File: config.mk
export PLATFORM = sky130hd
export DESIGN_NAME = src_reset_ctrl
export DESIGN_NICKNAME = d
export VERILOG_FILES = /design/src/core/src_reset_ctrl.v
export VERILOG_INCLUDE_DIRS = /design/src /design/src/core
export SDC_FILE = /design/constraint.sdc
export NUM_CORES = 1
export LEC_CHECK = 0
export BUFFER_PORTS_ARGS = -buffer_cell sky130_fd_sc_hd__buf_2
export CAP_MARGIN = 20
export CORE_UTILIZATION = 59
export DETAILED_ROUTE_END_ITERATION = 10
export PLACE_DENSITY = 0.85
export SLEW_MARGIN = 30
export SYNTH_ARGS = -nofsm -noshare
export SYNTH_HDL_FRONTEND = slang
export SYNTH_SLANG_ARGS = --single-unit
File: constraint.sdc
create_clock -name clk_i -period 3.23 [get_ports clk_i]
set_clock_uncertainty 0.15 [all_clocks]
set_input_delay 0.323 -clock clk_i [delete_from_list [all_inputs] [get_ports clk_i]]
set_output_delay 0.323 -clock clk_i [all_outputs]
set_load 0.005 [all_outputs]
File: src/core/src_defs.vh
// constants for the system reset controller: offsets, fields, reset values, timing
`ifndef SRC_DEFS_VH
`define SRC_DEFS_VH

// register byte offsets (word aligned)
`define SRC_OFF_RESET_CAUSE 8'h00
`define SRC_OFF_CLK_STATUS 8'h04
`define SRC_OFF_FLASH_CTRL 8'h08
`define SRC_OFF_RTC_CALIB 8'h0C

// reset_cause_control fields
`define SRC_B_TRAP 15
`define SRC_B_ILLOP 14
`define SRC_B_SW_BROWNOUT_ENABLE 13
`define SRC_B_CFGMIS 9
`define SRC_B_FLASH_POWER_IN_SLEEP 8
`define SRC_B_PIN 7
`define SRC_B_INSTR 6
`define SRC_B_SW_WATCHDOG_ENABLE 5
`define SRC_B_WATCHDOG_TIMEOUT_FLAG 4
`define SRC_B_SLEEP 3
`define SRC_B_IDLE 2
`define SRC_B_BOR 1
`define SRC_B_POR 0
`define SRC_RESET_CAUSE_CONTROL_IMPL_MASK 16'hE3FF
`define SRC_RESET_CAUSE_CONTROL_POR_VAL 16'h0003

// brown-out configuration codes
`define SRC_BOR_OFF 2'h0
`define SRC_BOR_SW 2'h1
`define SRC_BOR_NOSLEEP 2'h2
`define SRC_BOR_ON 2'h3

// oscillator selection codes
`define SRC_OSC_FRC 3'h0
`define SRC_OSC_FRCPLL 3'h1
`define SRC_OSC_PRI 3'h2
`define SRC_OSC_PRIPLL 3'h3
`define SRC_OSC_SOSC 3'h4
`define SRC_OSC_LPRC 3'h5
`define SRC_OSC_FRCDIV 3'h7

// timing
`define SRC_CLK_KHZ 100000
`define SRC_POWERUP_TIMER_MS 64
`define SRC_POWERON_DELAY_US 2
`define SRC_OST_PERIODS 1024
`define SRC_OST_W 10

`endif

File: src/core/src_reset_ctrl.v
// system reset controller: reset combining, cause register, release timing, clock source selection
//
// The register offsets and register access over Wishbone were decided locally.
`include "src_defs.vh"
`default_nettype none

module src_reset_ctrl #(
	parameter [31:0] POWERUP_DELAY_CYC = `SRC_POWERUP_TIMER_MS * `SRC_CLK_KHZ
) (
	// clock and reset
	input wire clk_i,
	input wire rst_i,
	// wishbone slave
	input wire wb_cyc_i,
	input wire wb_stb_i,
	input wire wb_we_i,
	input wire [7:0] wb_adr_i,
	input wire [3:0] wb_sel_i,
	input wire [31:0] wb_dat_i,
	output wire [31:0] wb_dat_o,
	output wire wb_ack_o,
	// reset sources
	input wire por_i,
	input wire master_clear_pin_i,
	input wire reset_instr_i,
	input wire watchdog_timeout_i,
	input wire brownout_i,
	input wire trap_conflict_i,
	input wire illegal_op_i,
	input wire config_mismatch_i,
	// power-save instructions and state
	input wire sleep_instr_i,
	input wire idle_instr_i,
	input wire in_sleep_i,
	// configuration word
	input wire [1:0] brownout_config_i,
	input wire watchdog_fuse_i,
	input wire [2:0] config_osc_select_i,
	input wire clk_switch_en_i,
	input wire powerup_timer_en_i,
	input wire two_speed_en_i,
	input wire clock_fail_monitor_en_i,
	input wire primary_is_crystal_i,
	// oscillator block
	input wire osc_tick_i,
	input wire pll_lock_i,
	input wire clock_valid_i,
	input wire [2:0] current_osc_select_i,
	// outputs
	output wire master_system_reset_o,
	output wire code_run_o,
	output wire [2:0] osc_select_o,
	output wire clock_fail_monitor_run_o,
	output wire flash_power_in_sleep_o,
	output wire watchdog_enable_o,
	output wire brownout_enable_o
);

	localparam [31:0] POWERON_DELAY_CYC = `SRC_POWERON_DELAY_US * (`SRC_CLK_KHZ / 1000);
	localparam [31:0] OST_COUNT_LAST = `SRC_OST_PERIODS - 1;
	localparam [`SRC_OST_W-1:0] OST_LAST = OST_COUNT_LAST[`SRC_OST_W-1:0];

	// release sequencer states
	localparam [2:0] ST_HOLD = 3'h1;
	localparam [2:0] ST_DELAY = 3'h2;
	localparam [2:0] ST_RUN = 3'h4;

	function [15:0] merge16;
		input [15:0] old;
		input [31:0] wdat;
		input [3:0] sel;
		begin
			merge16 = old;
			if (sel[0]) merge16[7:0] = wdat[7:0];
			if (sel[1]) merge16[15:8] = wdat[15:8];
		end
	endfunction

	function needs_pll;
		input [2:0] sel;
		begin
			needs_pll = (sel == `SRC_OSC_FRCPLL) || (sel == `SRC_OSC_PRIPLL);
		end
	endfunction

	function needs_ost;
		input [2:0] sel;
		input crystal;
		begin
			needs_ost = (sel == `SRC_OSC_SOSC) ||
				(crystal && ((sel == `SRC_OSC_PRI) || (sel == `SRC_OSC_PRIPLL)));
		end
	endfunction

	reg [15:0] reset_cause_control_reg, reset_cause_control_next;
	reg [15:0] flash_ctrl_reg, rtc_calib_reg;
	reg [2:0] state_reg, state_next;
	reg [31:0] delay_reg, delay_next;
	reg por_kind_reg, bor_kind_reg;
	reg msr_reg;
	reg [`SRC_OST_W-1:0] ost_reg;
	reg clk_rel_reg;
	reg [2:0] osc_sel_reg;
	reg clock_fail_monitor_run_reg, fail_sw_reg;
	reg ack_reg;
	reg [31:0] dat_reg;
	reg code_run_reg, wdt_en_reg, bor_en_reg;

	wire por_evt = rst_i | por_i;
	wire sbor_allowed = (brownout_config_i == `SRC_BOR_SW);
	reg bor_active;
	always @* begin
		case (brownout_config_i)
			`SRC_BOR_SW: bor_active = reset_cause_control_reg[`SRC_B_SW_BROWNOUT_ENABLE];
			`SRC_BOR_NOSLEEP: bor_active = ~in_sleep_i;
			`SRC_BOR_ON: bor_active = 1'b1;
			default: bor_active = 1'b0;
		endcase
	end
	wire bor_evt = brownout_i & bor_active;
	wire any_src = por_evt | master_clear_pin_i | reset_instr_i | watchdog_timeout_i |
		bor_evt | trap_conflict_i | illegal_op_i | config_mismatch_i;

	// bus access
	wire bus_req = wb_cyc_i & wb_stb_i & ~ack_reg;
	wire bus_wr = bus_req & wb_we_i;
	wire wr_reset_cause_control = bus_wr && (wb_adr_i == `SRC_OFF_RESET_CAUSE);
	wire wr_flash = bus_wr && (wb_adr_i == `SRC_OFF_FLASH_CTRL);
	wire wr_calib = bus_wr && (wb_adr_i == `SRC_OFF_RTC_CALIB);

	wire [15:0] clk_status = {8'h00, msr_reg, code_run_reg, clk_rel_reg, clock_fail_monitor_run_reg,
		fail_sw_reg, osc_sel_reg};

	// cause register: software write first, hardware sets win over it
	always @* begin
		reset_cause_control_next = reset_cause_control_reg;
		if (wr_reset_cause_control)
			reset_cause_control_next = merge16(reset_cause_control_reg, wb_dat_i, wb_sel_i);
		if (sleep_instr_i | idle_instr_i)
			reset_cause_control_next[`SRC_B_WATCHDOG_TIMEOUT_FLAG] = 1'b0;
		if (trap_conflict_i) reset_cause_control_next[`SRC_B_TRAP] = 1'b1;
		if (illegal_op_i) reset_cause_control_next[`SRC_B_ILLOP] = 1'b1;
		if (config_mismatch_i) reset_cause_control_next[`SRC_B_CFGMIS] = 1'b1;
		if (master_clear_pin_i) reset_cause_control_next[`SRC_B_PIN] = 1'b1;
		if (reset_instr_i) reset_cause_control_next[`SRC_B_INSTR] = 1'b1;
		if (watchdog_timeout_i) reset_cause_control_next[`SRC_B_WATCHDOG_TIMEOUT_FLAG] = 1'b1;
		if (sleep_instr_i) reset_cause_control_next[`SRC_B_SLEEP] = 1'b1;
		if (idle_instr_i) reset_cause_control_next[`SRC_B_IDLE] = 1'b1;
		if (bor_evt) reset_cause_control_next[`SRC_B_BOR] = 1'b1;
		if (por_evt) begin
			reset_cause_control_next = `SRC_RESET_CAUSE_CONTROL_POR_VAL;
			reset_cause_control_next[`SRC_B_SW_BROWNOUT_ENABLE] = sbor_allowed;
		end
		if (!sbor_allowed)
			reset_cause_control_next[`SRC_B_SW_BROWNOUT_ENABLE] = 1'b0;
		reset_cause_control_next = reset_cause_control_next & `SRC_RESET_CAUSE_CONTROL_IMPL_MASK;
	end

	always @(posedge clk_i) begin
		reset_cause_control_reg <= reset_cause_control_next;
		if (por_evt) begin
			flash_ctrl_reg <= 16'h0000;
			rtc_calib_reg <= 16'h0000;
		end else begin
			if (wr_flash)
				flash_ctrl_reg <= merge16(flash_ctrl_reg, wb_dat_i, wb_sel_i);
			if (wr_calib)
				rtc_calib_reg <= merge16(rtc_calib_reg, wb_dat_i, wb_sel_i);
		end
	end

	// wishbone answer one cycle after request; unmapped reads zero, writes dropped
	always @(posedge clk_i) begin
		if (rst_i) begin
			ack_reg <= 1'b0;
			dat_reg <= 32'h00000000;
		end else begin
			ack_reg <= bus_req;
			if (bus_req) begin
				case (wb_adr_i)
					`SRC_OFF_RESET_CAUSE: dat_reg <= {16'h0000, reset_cause_control_reg};
					`SRC_OFF_CLK_STATUS: dat_reg <= {16'h0000, clk_status};
					`SRC_OFF_FLASH_CTRL: dat_reg <= {16'h0000, flash_ctrl_reg};
					`SRC_OFF_RTC_CALIB: dat_reg <= {16'h0000, rtc_calib_reg};
					default: dat_reg <= 32'h00000000;
				endcase
			end
		end
	end

	// release sequencer
	wire por_k = por_kind_reg | por_evt;
	wire bor_k = bor_kind_reg | bor_evt;
	wire [31:0] powerup_timer_cyc = powerup_timer_en_i ? POWERUP_DELAY_CYC : 32'h00000000;

	always @* begin
		state_next = state_reg;
		delay_next = delay_reg;
		case (state_reg)
			ST_HOLD: begin
				if (!any_src) begin
					if (por_kind_reg)
						delay_next = POWERON_DELAY_CYC + powerup_timer_cyc;
					else if (bor_kind_reg)
						delay_next = powerup_timer_cyc;
					else
						delay_next = 32'h00000000;
					state_next = ST_DELAY;
				end
			end
			ST_DELAY: begin
				if (delay_reg == 32'h00000000)
					state_next = ST_RUN;
				else
					delay_next = delay_reg - 32'h00000001;
			end
			ST_RUN: state_next = ST_RUN;
			default: state_next = ST_HOLD;
		endcase
		if (any_src) begin
			state_next = ST_HOLD;
			delay_next = 32'h00000000;
		end
	end

	wire releasing = (state_reg == ST_DELAY) && (state_next == ST_RUN);

	always @(posedge clk_i) begin
		if (rst_i) begin
			state_reg <= ST_HOLD;
			delay_reg <= 32'h00000000;
			por_kind_reg <= 1'b1;
			bor_kind_reg <= 1'b0;
			msr_reg <= 1'b1;
		end else begin
			state_reg <= state_next;
			delay_reg <= delay_next;
			msr_reg <= (state_next != ST_RUN);
			if (releasing) begin
				por_kind_reg <= 1'b0;
				bor_kind_reg <= 1'b0;
			end else begin
				por_kind_reg <= por_k;
				bor_kind_reg <= bor_k;
			end
		end
	end

	// clock source selection, start-up wait and fail-safe monitor
	reg [2:0] sel_at_reset;
	always @* begin
		if (two_speed_en_i)
			sel_at_reset = `SRC_OSC_FRC;
		else if (!clk_switch_en_i || por_k || bor_k)
			sel_at_reset = config_osc_select_i;
		else
			sel_at_reset = current_osc_select_i;
	end

	wire ost_needed = needs_ost(osc_sel_reg, primary_is_crystal_i);
	wire ost_done = ~ost_needed | (osc_tick_i && (ost_reg == OST_LAST));
	wire lock_ok = ~needs_pll(osc_sel_reg) | pll_lock_i;

	always @(posedge clk_i) begin
		if (rst_i) begin
			// rst_i is a power-on event, so it picks the start-up clock too
			osc_sel_reg <= sel_at_reset;
			ost_reg <= {`SRC_OST_W{1'b0}};
			clk_rel_reg <= 1'b0;
			clock_fail_monitor_run_reg <= 1'b0;
			fail_sw_reg <= 1'b0;
		end else if (any_src) begin
			osc_sel_reg <= sel_at_reset;
			ost_reg <= {`SRC_OST_W{1'b0}};
			clk_rel_reg <= 1'b0;
			clock_fail_monitor_run_reg <= 1'b0;
			fail_sw_reg <= 1'b0;
		end else begin
			// start-up counts while the release delay runs
			if (!clk_rel_reg) begin
				if (ost_needed && osc_tick_i && (ost_reg != OST_LAST))
					ost_reg <= ost_reg + 1'b1;
				if (ost_done && lock_ok)
					clk_rel_reg <= 1'b1;
			end
			if (releasing)
				clock_fail_monitor_run_reg <= clock_fail_monitor_en_i;
			if (((releasing && clock_fail_monitor_en_i) || clock_fail_monitor_run_reg) &&
				!clock_valid_i && (osc_sel_reg != `SRC_OSC_FRC)) begin
				osc_sel_reg <= `SRC_OSC_FRC;
				clk_rel_reg <= 1'b1;
				fail_sw_reg <= 1'b1;
			end
		end
	end

	always @(posedge clk_i) begin
		if (rst_i) begin
			code_run_reg <= 1'b0;
			wdt_en_reg <= 1'b0;
			bor_en_reg <= 1'b0;
		end else begin
			code_run_reg <= ~msr_reg & clk_rel_reg & ~any_src;
			wdt_en_reg <= watchdog_fuse_i | reset_cause_control_reg[`SRC_B_SW_WATCHDOG_ENABLE];
			bor_en_reg <= bor_active;
		end
	end

	assign wb_ack_o = ack_reg;
	assign wb_dat_o = dat_reg;
	assign master_system_reset_o = msr_reg;
	assign code_run_o = code_run_reg;
	assign osc_select_o = osc_sel_reg;
	assign clock_fail_monitor_run_o = clock_fail_monitor_run_reg;
	assign flash_power_in_sleep_o = reset_cause_control_reg[`SRC_B_FLASH_POWER_IN_SLEEP];
	assign watchdog_enable_o = wdt_en_reg;
	assign brownout_enable_o = bor_en_reg;

endmodule // src_reset_ctrl

`default_nettype wire

# Word level (Yosys, flattened, before mapping)
# Cells that the tools add are included.
# op_classes
addsub	3
mul	0
div	0
magnitude_cmp	0
n_eq_ne	18
n_shift	0
muxes	33
bitwise	27
reduce_logical	63
# op_table
operator	n
32-bit 2-to-1 mux	2
16-bit case mux with 4 select lines	1
32-bit case mux with 2 select lines	1
23-bit 2-to-1 mux	2
2-bit AND reduction	17
2-bit nonzero test	17
8-bit by 32-bit adder with 32-bit output, first input constant	1
32-bit logical NOT	1
32-bit by 1-bit subtractor with 32-bit output, second input constant	1
3-bit 2-to-1 mux	7
8-bit by 4-bit equality test with 1-bit output, second input constant	2
16-bit 2-to-1 mux	1
8-bit 2-to-1 mux	2
1-bit 2-to-1 mux	14
14-bit 2-to-1 mux	1
1-bit bitwise OR	14
1-bit logical AND	12
3-bit nonzero test	4
10-bit by 1-bit adder with 10-bit output, second input constant	1
10-bit equality test, second input constant	1
10-bit inequality test, second input constant	1
3-bit by 2-bit equality test with 1-bit output, second input constant	3
3-bit equality test, second input constant	3
3-bit case mux with 3 select lines	1
other kinds (13)	34
# totals
reg_bits	135
latchBits	0
ramBits	0
rom_bits	0
in_bits	77
elab_cells	175
memories	0

# Longest topological paths before layout
# Gate-level depths: netlist of run 1.
# depth
depth_word	18
mapped_depth	9
ltp_nobuf	7

# Least setup slack after synthesis of run 1
# OpenSTA, ideal clock, no wires.
# synth_timing
path_kind	register to register
from	register delay_reg[8]
to	register delay_reg[31]
arrival_time_ns	1.970
required_ns	3.010
setup_slack_ns	1.039
stages_incl_launch_ff	7
path_buffers	1
path_cell_list	dfxtp_1 > buf_6 > or4_4 > nor3_4 > nand3_4 > or4b_1 > a21oi_1
# synth_between
elab_chain_cells	3
word_cells_on_any_way	6
cone_classes	add/sub: 1; eq/ne: 1; mux: 2; reduce/logical: 2
# synth_rtl
element	line	text
start: declaration	src_reset_ctrl.v:98	reg [31:0] delay_reg, delay_next;
start signal: assignment	src_reset_ctrl.v:237	delay_reg <= delay_next;
32-bit by 1-bit subtractor with 32-bit output / 32-bit logical NOT (equally long branches)	src_reset_ctrl.v:215, src_reset_ctrl.v:212	
32-bit 2-to-1 mux / 2-bit inequality test (equally long branches)	-	
32-bit case mux with 2 select lines / 2-bit AND reduction (equally long branches)	-	
# Parallel ways exist; a longest one is shown, timed or not. The select of a mux whose other input is x is not followed.
# A chain may end at the register's enable or synchronous reset.

# Final worst setup path of run 1
# layout_timing
from	register ack_reg (netlist: wb_ack_o)
to	register reset_cause_control_reg[4]
# layout_between
elab_chain_cells	6
# layout_rtl
element	line	text
start: declaration	src_reset_ctrl.v:105	reg ack_reg;
start signal: assignment	src_reset_ctrl.v:178	ack_reg <= bus_req;
1-bit inverter	src_reset_ctrl.v:125	wire bus_req = wb_cyc_i & wb_stb_i & ~ack_reg;
1-bit bitwise AND	src_reset_ctrl.v:125	
1-bit bitwise AND	src_reset_ctrl.v:126	wire bus_wr = bus_req & wb_we_i;
1-bit logical AND	src_reset_ctrl.v:127	wire wr_reset_cause_control = bus_wr && (wb_adr_i == `SRC_OFF_RESET_CAUSE);
3-bit nonzero test (no line)	-	
2-bit AND reduction (no line)	-	
end signal: assignment	src_reset_ctrl.v:160	reset_cause_control_reg <= reset_cause_control_next;
end: declaration	src_reset_ctrl.v:95	reg [15:0] reset_cause_control_reg, reset_cause_control_next;
# Every way passes these cells.

==> reports/metrics.yaml, run 1 <==
ant_nets: 0
swShare_pct: 23.1
p_seq_share_pct: 41.2
yosys.area_share.simple_pct: 24.4
synth_compound_area_share_pct: 15.8
grt_pass1_wl_um: 26000
grt_util_all_layers_pct: 32.7
clk-insertion-delay-late_ps: 520
largest_reg_flops: 32
timing.rr.end: "reset_cause_control_reg[4]"
crit_family: "simple AND/OR/NAND/NOR gates"
htree_num_levels: 4
final_cell_mix: "dfxtp_1, buf_2, nor2_1"
diodes: 0
fin_setup_tns_ps: 0
die-area_um2: 10400
min_from: "config_osc_select_i[1]"
hold_viol_final: 0
hold_class: "input pin to flip-flop"
synthCells: 658
coreArea_um2: 9730
cts_buffers: 17
synth_xor_area_share_pct: 0.894
cts_tree: "yes"
yosys_warnings: 0
vias: 5680
place.gp.congestion: 0.833
path_buf_inv: 1
max_freq_mhz: 312
maxCapViolations: 0
status: "finished, final reports clean"
pwr-share-comb_pct: 5.5
power_frac_clock_pct: 53.3
fin_crit_ps: 3210
crit_required_ps: 3540
finalMaxSlewViolations: 0
min_to: "osc_select_o[1]"
final_nets: 853
grt_pass1_vias: 5517
p_per_area_nw_per_um2: 495
async_flop_share_pct: 0
drtPass1Iterations: 5
vdd_drop_max_mv: 0.449
clock-root-buffer: "clkbuf_8"
ys_types: 61
synth-edff-count: 3
finish.utilization_pct: 75.3
row_count: 36
crit_slowest_cell: "nor4_4"
synthAdderAreaFrac_pct: 0.639
die_x_um: 102
clkTransAtPathRegs_ps: 60
end_kind: "flip-flop"
synth.mux.area_fraction_pct: 11.6
antenna_found_initial: 0
ioPinCount: 119
holdWs_ps: 24.3
layout_commonest_cell: "dfxtp_1"
crit_chain: "nand3b_2, nand3b_1, nor4_4, mux2i_1, o41ai_1, dlygate4sd3_1"
worst_pin_slew_ps: 912
dominantRegCellSynth: "dfxtp_1"
synth_top_family_by_area: "simple AND/OR/NAND/NOR gates"
postRouteWirelength_um: 16900
start_kind: "flip-flop"
clock-sinks: 119
cp_max_fo: 16
setup_violations: 0
leakagePower_nw: 3.12
final_cells: 919
viasPerCell: 6.18
fp.dieH_um: 102
p_int_w: 0.00279
area_growth_pct: 24.6
p_sw_w: 0.000836
hpwl_um: 9920
rrSetupSlack_ps: 20
grt-ovfl-total: 0
initial_utilization_pct: 60.4
max_stage_delay_ps: 740
wire_per_inst_um: 18.4
reg2reg_depth: 6
period_share_pct: 99.3
drive_above_1_share_pct: 21.0
timing.rr.start: "wb_ack_o"
ys_seq_area_share_pct: 41.0
min_path_cells: 3
crit_type: "flip-flop to flip-flop"
syn_avg_cell_area_um2: 8.93
cts_buffer_depth: 2
crit_arrival_ps: 3520
drt_iter0_markers: 388
finalPower_w: 0.00363
io_buffers: 84
grt_max_degree: 44
slew_headroom_pct: 39.2
synthesis.area_um2: 5880
synth-seq-cells: 119
drc: 0
dp_cells: 852
## kinds of logic (layout without fill, tap and decap cells)
group / Yosys count / after routing
AO/OA/AOI/OAI: 149 / 149
other: 1 / 16
XOR/XNOR: 6 / 6
flip-flops: 119 / 119
multiplexers: 65 / 65
buffers and inverters: 65 / 178
AND/OR/NAND/NOR: 250 / 250
adder cells (fa/ha/maj): 3 / 3
## per-layer routing
| metal | GRT usage [%] | share of wire (%) | vias to the layer above |
|---|---|---|---|
| li1 | - | - | 2616 |
| met5 | 0 | 0 | - |
| met1 | 35.4 | 38 | 2680 |
| met2 | 56.5 | 50 | 310 |
| met3 | 8.42 | 7.6 | 74 |
| met4 | 21.2 | 4.4 | 0 |
## synth_stat cells, types with 4 or more instances
cell / instances / area share, %
a21oi_1: 56 / 4.8
a22oi_1: 11 / 1.4
a31oi_1: 4 / 0.43
and2_1: 6 / 0.64
and3_1: 4 / 0.43
buf_1: 8 / 0.51
buf_2: 7 / 0.60
buf_4: 18 / 2.3
clkbuf_1: 16 / 1.0
dfxtp_1: 116 / 40
inv_1: 15 / 0.96
mux2_2: 5 / 0.96
mux2i_1: 58 / 9.9
nand2_1: 40 / 2.6
nand2b_1: 4 / 0.43
nand3_1: 12 / 1.0
nand3b_1: 5 / 0.64
nand4_1: 6 / 0.64
nor2_1: 80 / 5.1
nor3_1: 17 / 1.4
nor4_1: 10 / 1.1
nor4_2: 4 / 0.85
nor4_4: 4 / 1.4
o21ai_0: 31 / 2.6
o31ai_1: 22 / 2.8
o41ai_1: 4 / 0.60
or3_1: 12 / 1.3
or4_1: 16 / 2.0
xor2_1: 5 / 0.75
## what timing repair did
action                                  4_1_cts  5_1_grt
endpoints found under the setup margin        0        4
hold buffers                                 35        0
gates resized for setup                       0        1
setup buffers                                 0        0
endpoints found under the hold margin        50        0
## stage by stage
step | cell area (um2) | setup WS (ps)
floorplan | 5930 | 1040
global placement | 6350 | 735
detailed placement | 6350 | 646
CTS | 7310 | 96.9
global route | 7320 | -120
finish | 7320 | 21.2
## cell type report
| type | instances | area [um2] |
|---|---|---|
| multi-input cells | 489 | 3210 |
| flip-flops and latches | 119 | 2410 |
| fillers | 604 | 2410 |
| repair buffers | 131 | 861 |
| clock buffers | 21 | 480 |
| well taps | 133 | 166 |
| clock inverters | 11 | 135 |
| inverters | 15 | 56.3 |
## power groups by stage
stage / logic [W] / registers [W] / clock network [W]
after CTS: 0.000187 / 0.00149 / 0.00193
after global routing: 0.000213 / 0.00149 / 0.00202
after floorplan: 0.000101 / 0.00152 / 0
after global placement: 0.000147 / 0.00152 / 0
after detailed placement: 0.000153 / 0.00152 / 0
final: 0.000198 / 0.00149 / 0.00193
## worst max path at each step
stage	from	end	cells after the start
final	wb_ack_o	reset_cause_control_reg[4]	6
after CTS	wb_ack_o	reset_cause_control_reg[14]	7
after floorplan	wb_adr_i[1]	rtc_calib_reg[0]	6
after detailed placement	wb_ack_o	reset_cause_control_reg[14]	6
after global routing	wb_ack_o	reset_cause_control_reg[4]	6
after global placement	wb_ack_o	reset_cause_control_reg[9]	6
## worst register-to-register path, stage by stage (launching register included)
cell,delay (ps)
dfxtp_1,310
nand3b_2,420
nand3b_1,470
nor4_4,740
mux2i_1,190
o41ai_1,270
dlygate4sd3_1,610
Note: power is estimated with default switching activity, not from simulation.
==> run 2: changes to the inputs <==
--- a/config.mk
+++ b/config.mk
@@ -11,6 +11,7 @@
 export CORE_UTILIZATION = 59
 export DETAILED_ROUTE_END_ITERATION = 10
 export PLACE_DENSITY = 0.85
+export RECOVER_POWER = 25
 export SLEW_MARGIN = 30
 export SYNTH_ARGS = -nofsm -noshare
 export SYNTH_HDL_FRONTEND = slang
==> reports/metrics.yaml, run 2 (synthesis gave the netlist of run 1 again) <==
status: "finished, final reports clean"  # unchanged
fill_cells: 619  # was 604
p_per_area_nw_per_um2: 497  # was 495 nW/um2
largest_reg_flops: 32  # unchanged
holdWs_ps: 22.5  # was 24.3 ps
htree_num_levels: 4  # unchanged
final_cell_mix: "dfxtp_1, nor2_1, buf_2"  # was dfxtp_1, buf_2, nor2_1
clock-root-buffer: "clkbuf_8"  # unchanged
postRouteWirelength_um: 17000  # was 16900 um
hold_class: "input pin to flip-flop"  # unchanged
clk-insertion-delay-late_ps: 520  # about the same
crit_chain: "nand3b_2, nand3b_1, nor4_4, mux2i_1, o41ai_1, dlygate4sd3_1"  # unchanged
hold_viol_final: 0  # unchanged
finalMaxSlewViolations: 0  # unchanged
fin_crit_ps: 3220  # was 3210 ps
drc: 0  # unchanged
leakagePower_nw: 3.03  # was 3.12 nW
place.gp.congestion: 0.833  # unchanged
antenna_found_initial: 0  # unchanged
area_growth_pct: 24.1  # was 24.6%
grt_util_all_layers_pct: 32.7  # unchanged
fin_setup_tns_ps: 0  # unchanged
crit_required_ps: 3540  # about the same
coreArea_um2: 9730  # unchanged
post_cts.repair.setup_buffers: 0  # unchanged
vdd_drop_max_mv: 0.453  # was 0.449 mV
grt_pass1_vias: 5517  # unchanged
period_share_pct: 99.6  # was 99.3%
clock-sinks: 119  # unchanged
die-area_um2: 10400  # unchanged
cts_buffer_depth: 2  # unchanged
max_freq_mhz: 311  # was 312 MHz
row_count: 36  # unchanged
cts_buffers: 17  # unchanged
setup_violations: 0  # unchanged
crit_family: "simple AND/OR/NAND/NOR gates"  # unchanged
grt-ovfl-total: 0  # unchanged
viasPerCell: 6.18  # about the same
ant_nets: 0  # unchanged
wire_per_inst_um: 18.5  # was 18.4 um
max_stage_delay_ps: 740  # about the same
drt_iter0_markers: 382  # was 388
grt_pass1_wl_um: 26000  # unchanged
final_cells: 919  # unchanged
initial_utilization_pct: 60.4  # unchanged
slew_headroom_pct: 38.3  # was 39.2%
vias: 5679  # was 5680
finish.utilization_pct: 74.9  # was 75.3%
die_x_um: 102  # unchanged
final_nets: 853  # unchanged
cts_tree: "yes"  # unchanged
cp_max_fo: 16  # unchanged
hpwl_um: 9920  # unchanged
dp_cells: 852  # unchanged
crit_type: "flip-flop to flip-flop"  # unchanged
ioPinCount: 119  # unchanged
maxCapViolations: 0  # unchanged
path_buf_inv: 1  # unchanged
layout_commonest_cell: "dfxtp_1"  # unchanged
crit_arrival_ps: 3530  # was 3520 ps
io_buffers: 84  # unchanged
drtPass1Iterations: 5  # unchanged
diodes: 0  # unchanged
clkTransAtPathRegs_ps: 60  # about the same
start_kind: "flip-flop"  # unchanged
grt_max_degree: 44  # unchanged
fp.dieH_um: 102  # unchanged
crit_slowest_cell: "nor4_4"  # unchanged
worst_pin_slew_ps: 926  # was 912 ps
drive_above_1_share_pct: 18.2  # was 21.0%
end_kind: "flip-flop"  # unchanged
run 2: path summary, 6_finish.rpt:
| path | from | endpoint | slack [ps] | depth (start not counted) |
|---|---|---|---|---|
| worst max register to register | wb_ack_o | reset_cause_control_reg[4] | 10 | 6 |
| worst min-delay path | config_osc_select_i[1] | osc_select_o[1] | 20 | 3 |
| worst min register to register | wb_dat_o[5] | wb_dat_o[5] | 300 | 2 |
| worst max-delay path | wb_ack_o | reset_cause_control_reg[4] | 10 | 6 |
run 2: layer usage:
metal  routed length [um]  vias up  track usage (%)
li1                     -     2621                -
met1                 6470     2666             35.4
met2                 8480      318             56.5
met3                 1290       74             8.42
met4                  744        0             21.2
met5                    0        -                0
run 2: layout make-up:
| type | count | area [um2] | share of cell area, % |
|---|---|---|---|
| inverter | 15 | 56.3 | 0.772 |
| clock inverter | 11 | 135 | 1.85 |
| multi-input combinational | 489 | 3210 | 44.0 |
| timing repair buffer | 131 | 831 | 11.4 |
| sequential | 119 | 2410 | 33.1 |
| tap | 133 | 166 | 2.28 |
| clock buffer | 21 | 480 | 6.59 |
run 2: worst reg2reg max path, cell delays in order (launching register included):
cell           delay [ps]
dfxtp_1               310
nand3b_2              420
nand3b_1              470
nor4_4                740
mux2i_1               190
o41ai_1               270
dlygate4sd3_1         610
run 2: stage by stage:
step	power (W)	setup WS (ps)	cell area (um2)
floorplan	0.00162	1040	5930
global placement	0.00167	735	6350
detailed placement	0.00168	646	6350
CTS	0.00361	96.9	7310
global route	0.00372	-123	7290
finish	0.00363	14.1	7290
run 2: power by group:
part | switching [W] | internal [W] | total [W]
logic | 0.000111 | 0.0000870 | 0.000198
clock network | 0.000719 | 0.00122 | 0.00194
registers | 0.00000923 | 0.00149 | 0.00149
run 2: repair_timing:
| action | CTS | global route |
|---|---|---|
| gates resized for setup | 0 | 1 |
| endpoints found under the setup margin | 0 | 4 |
| hold buffers | 35 | 0 |
| hold endpoints to repair | 50 | 0 |
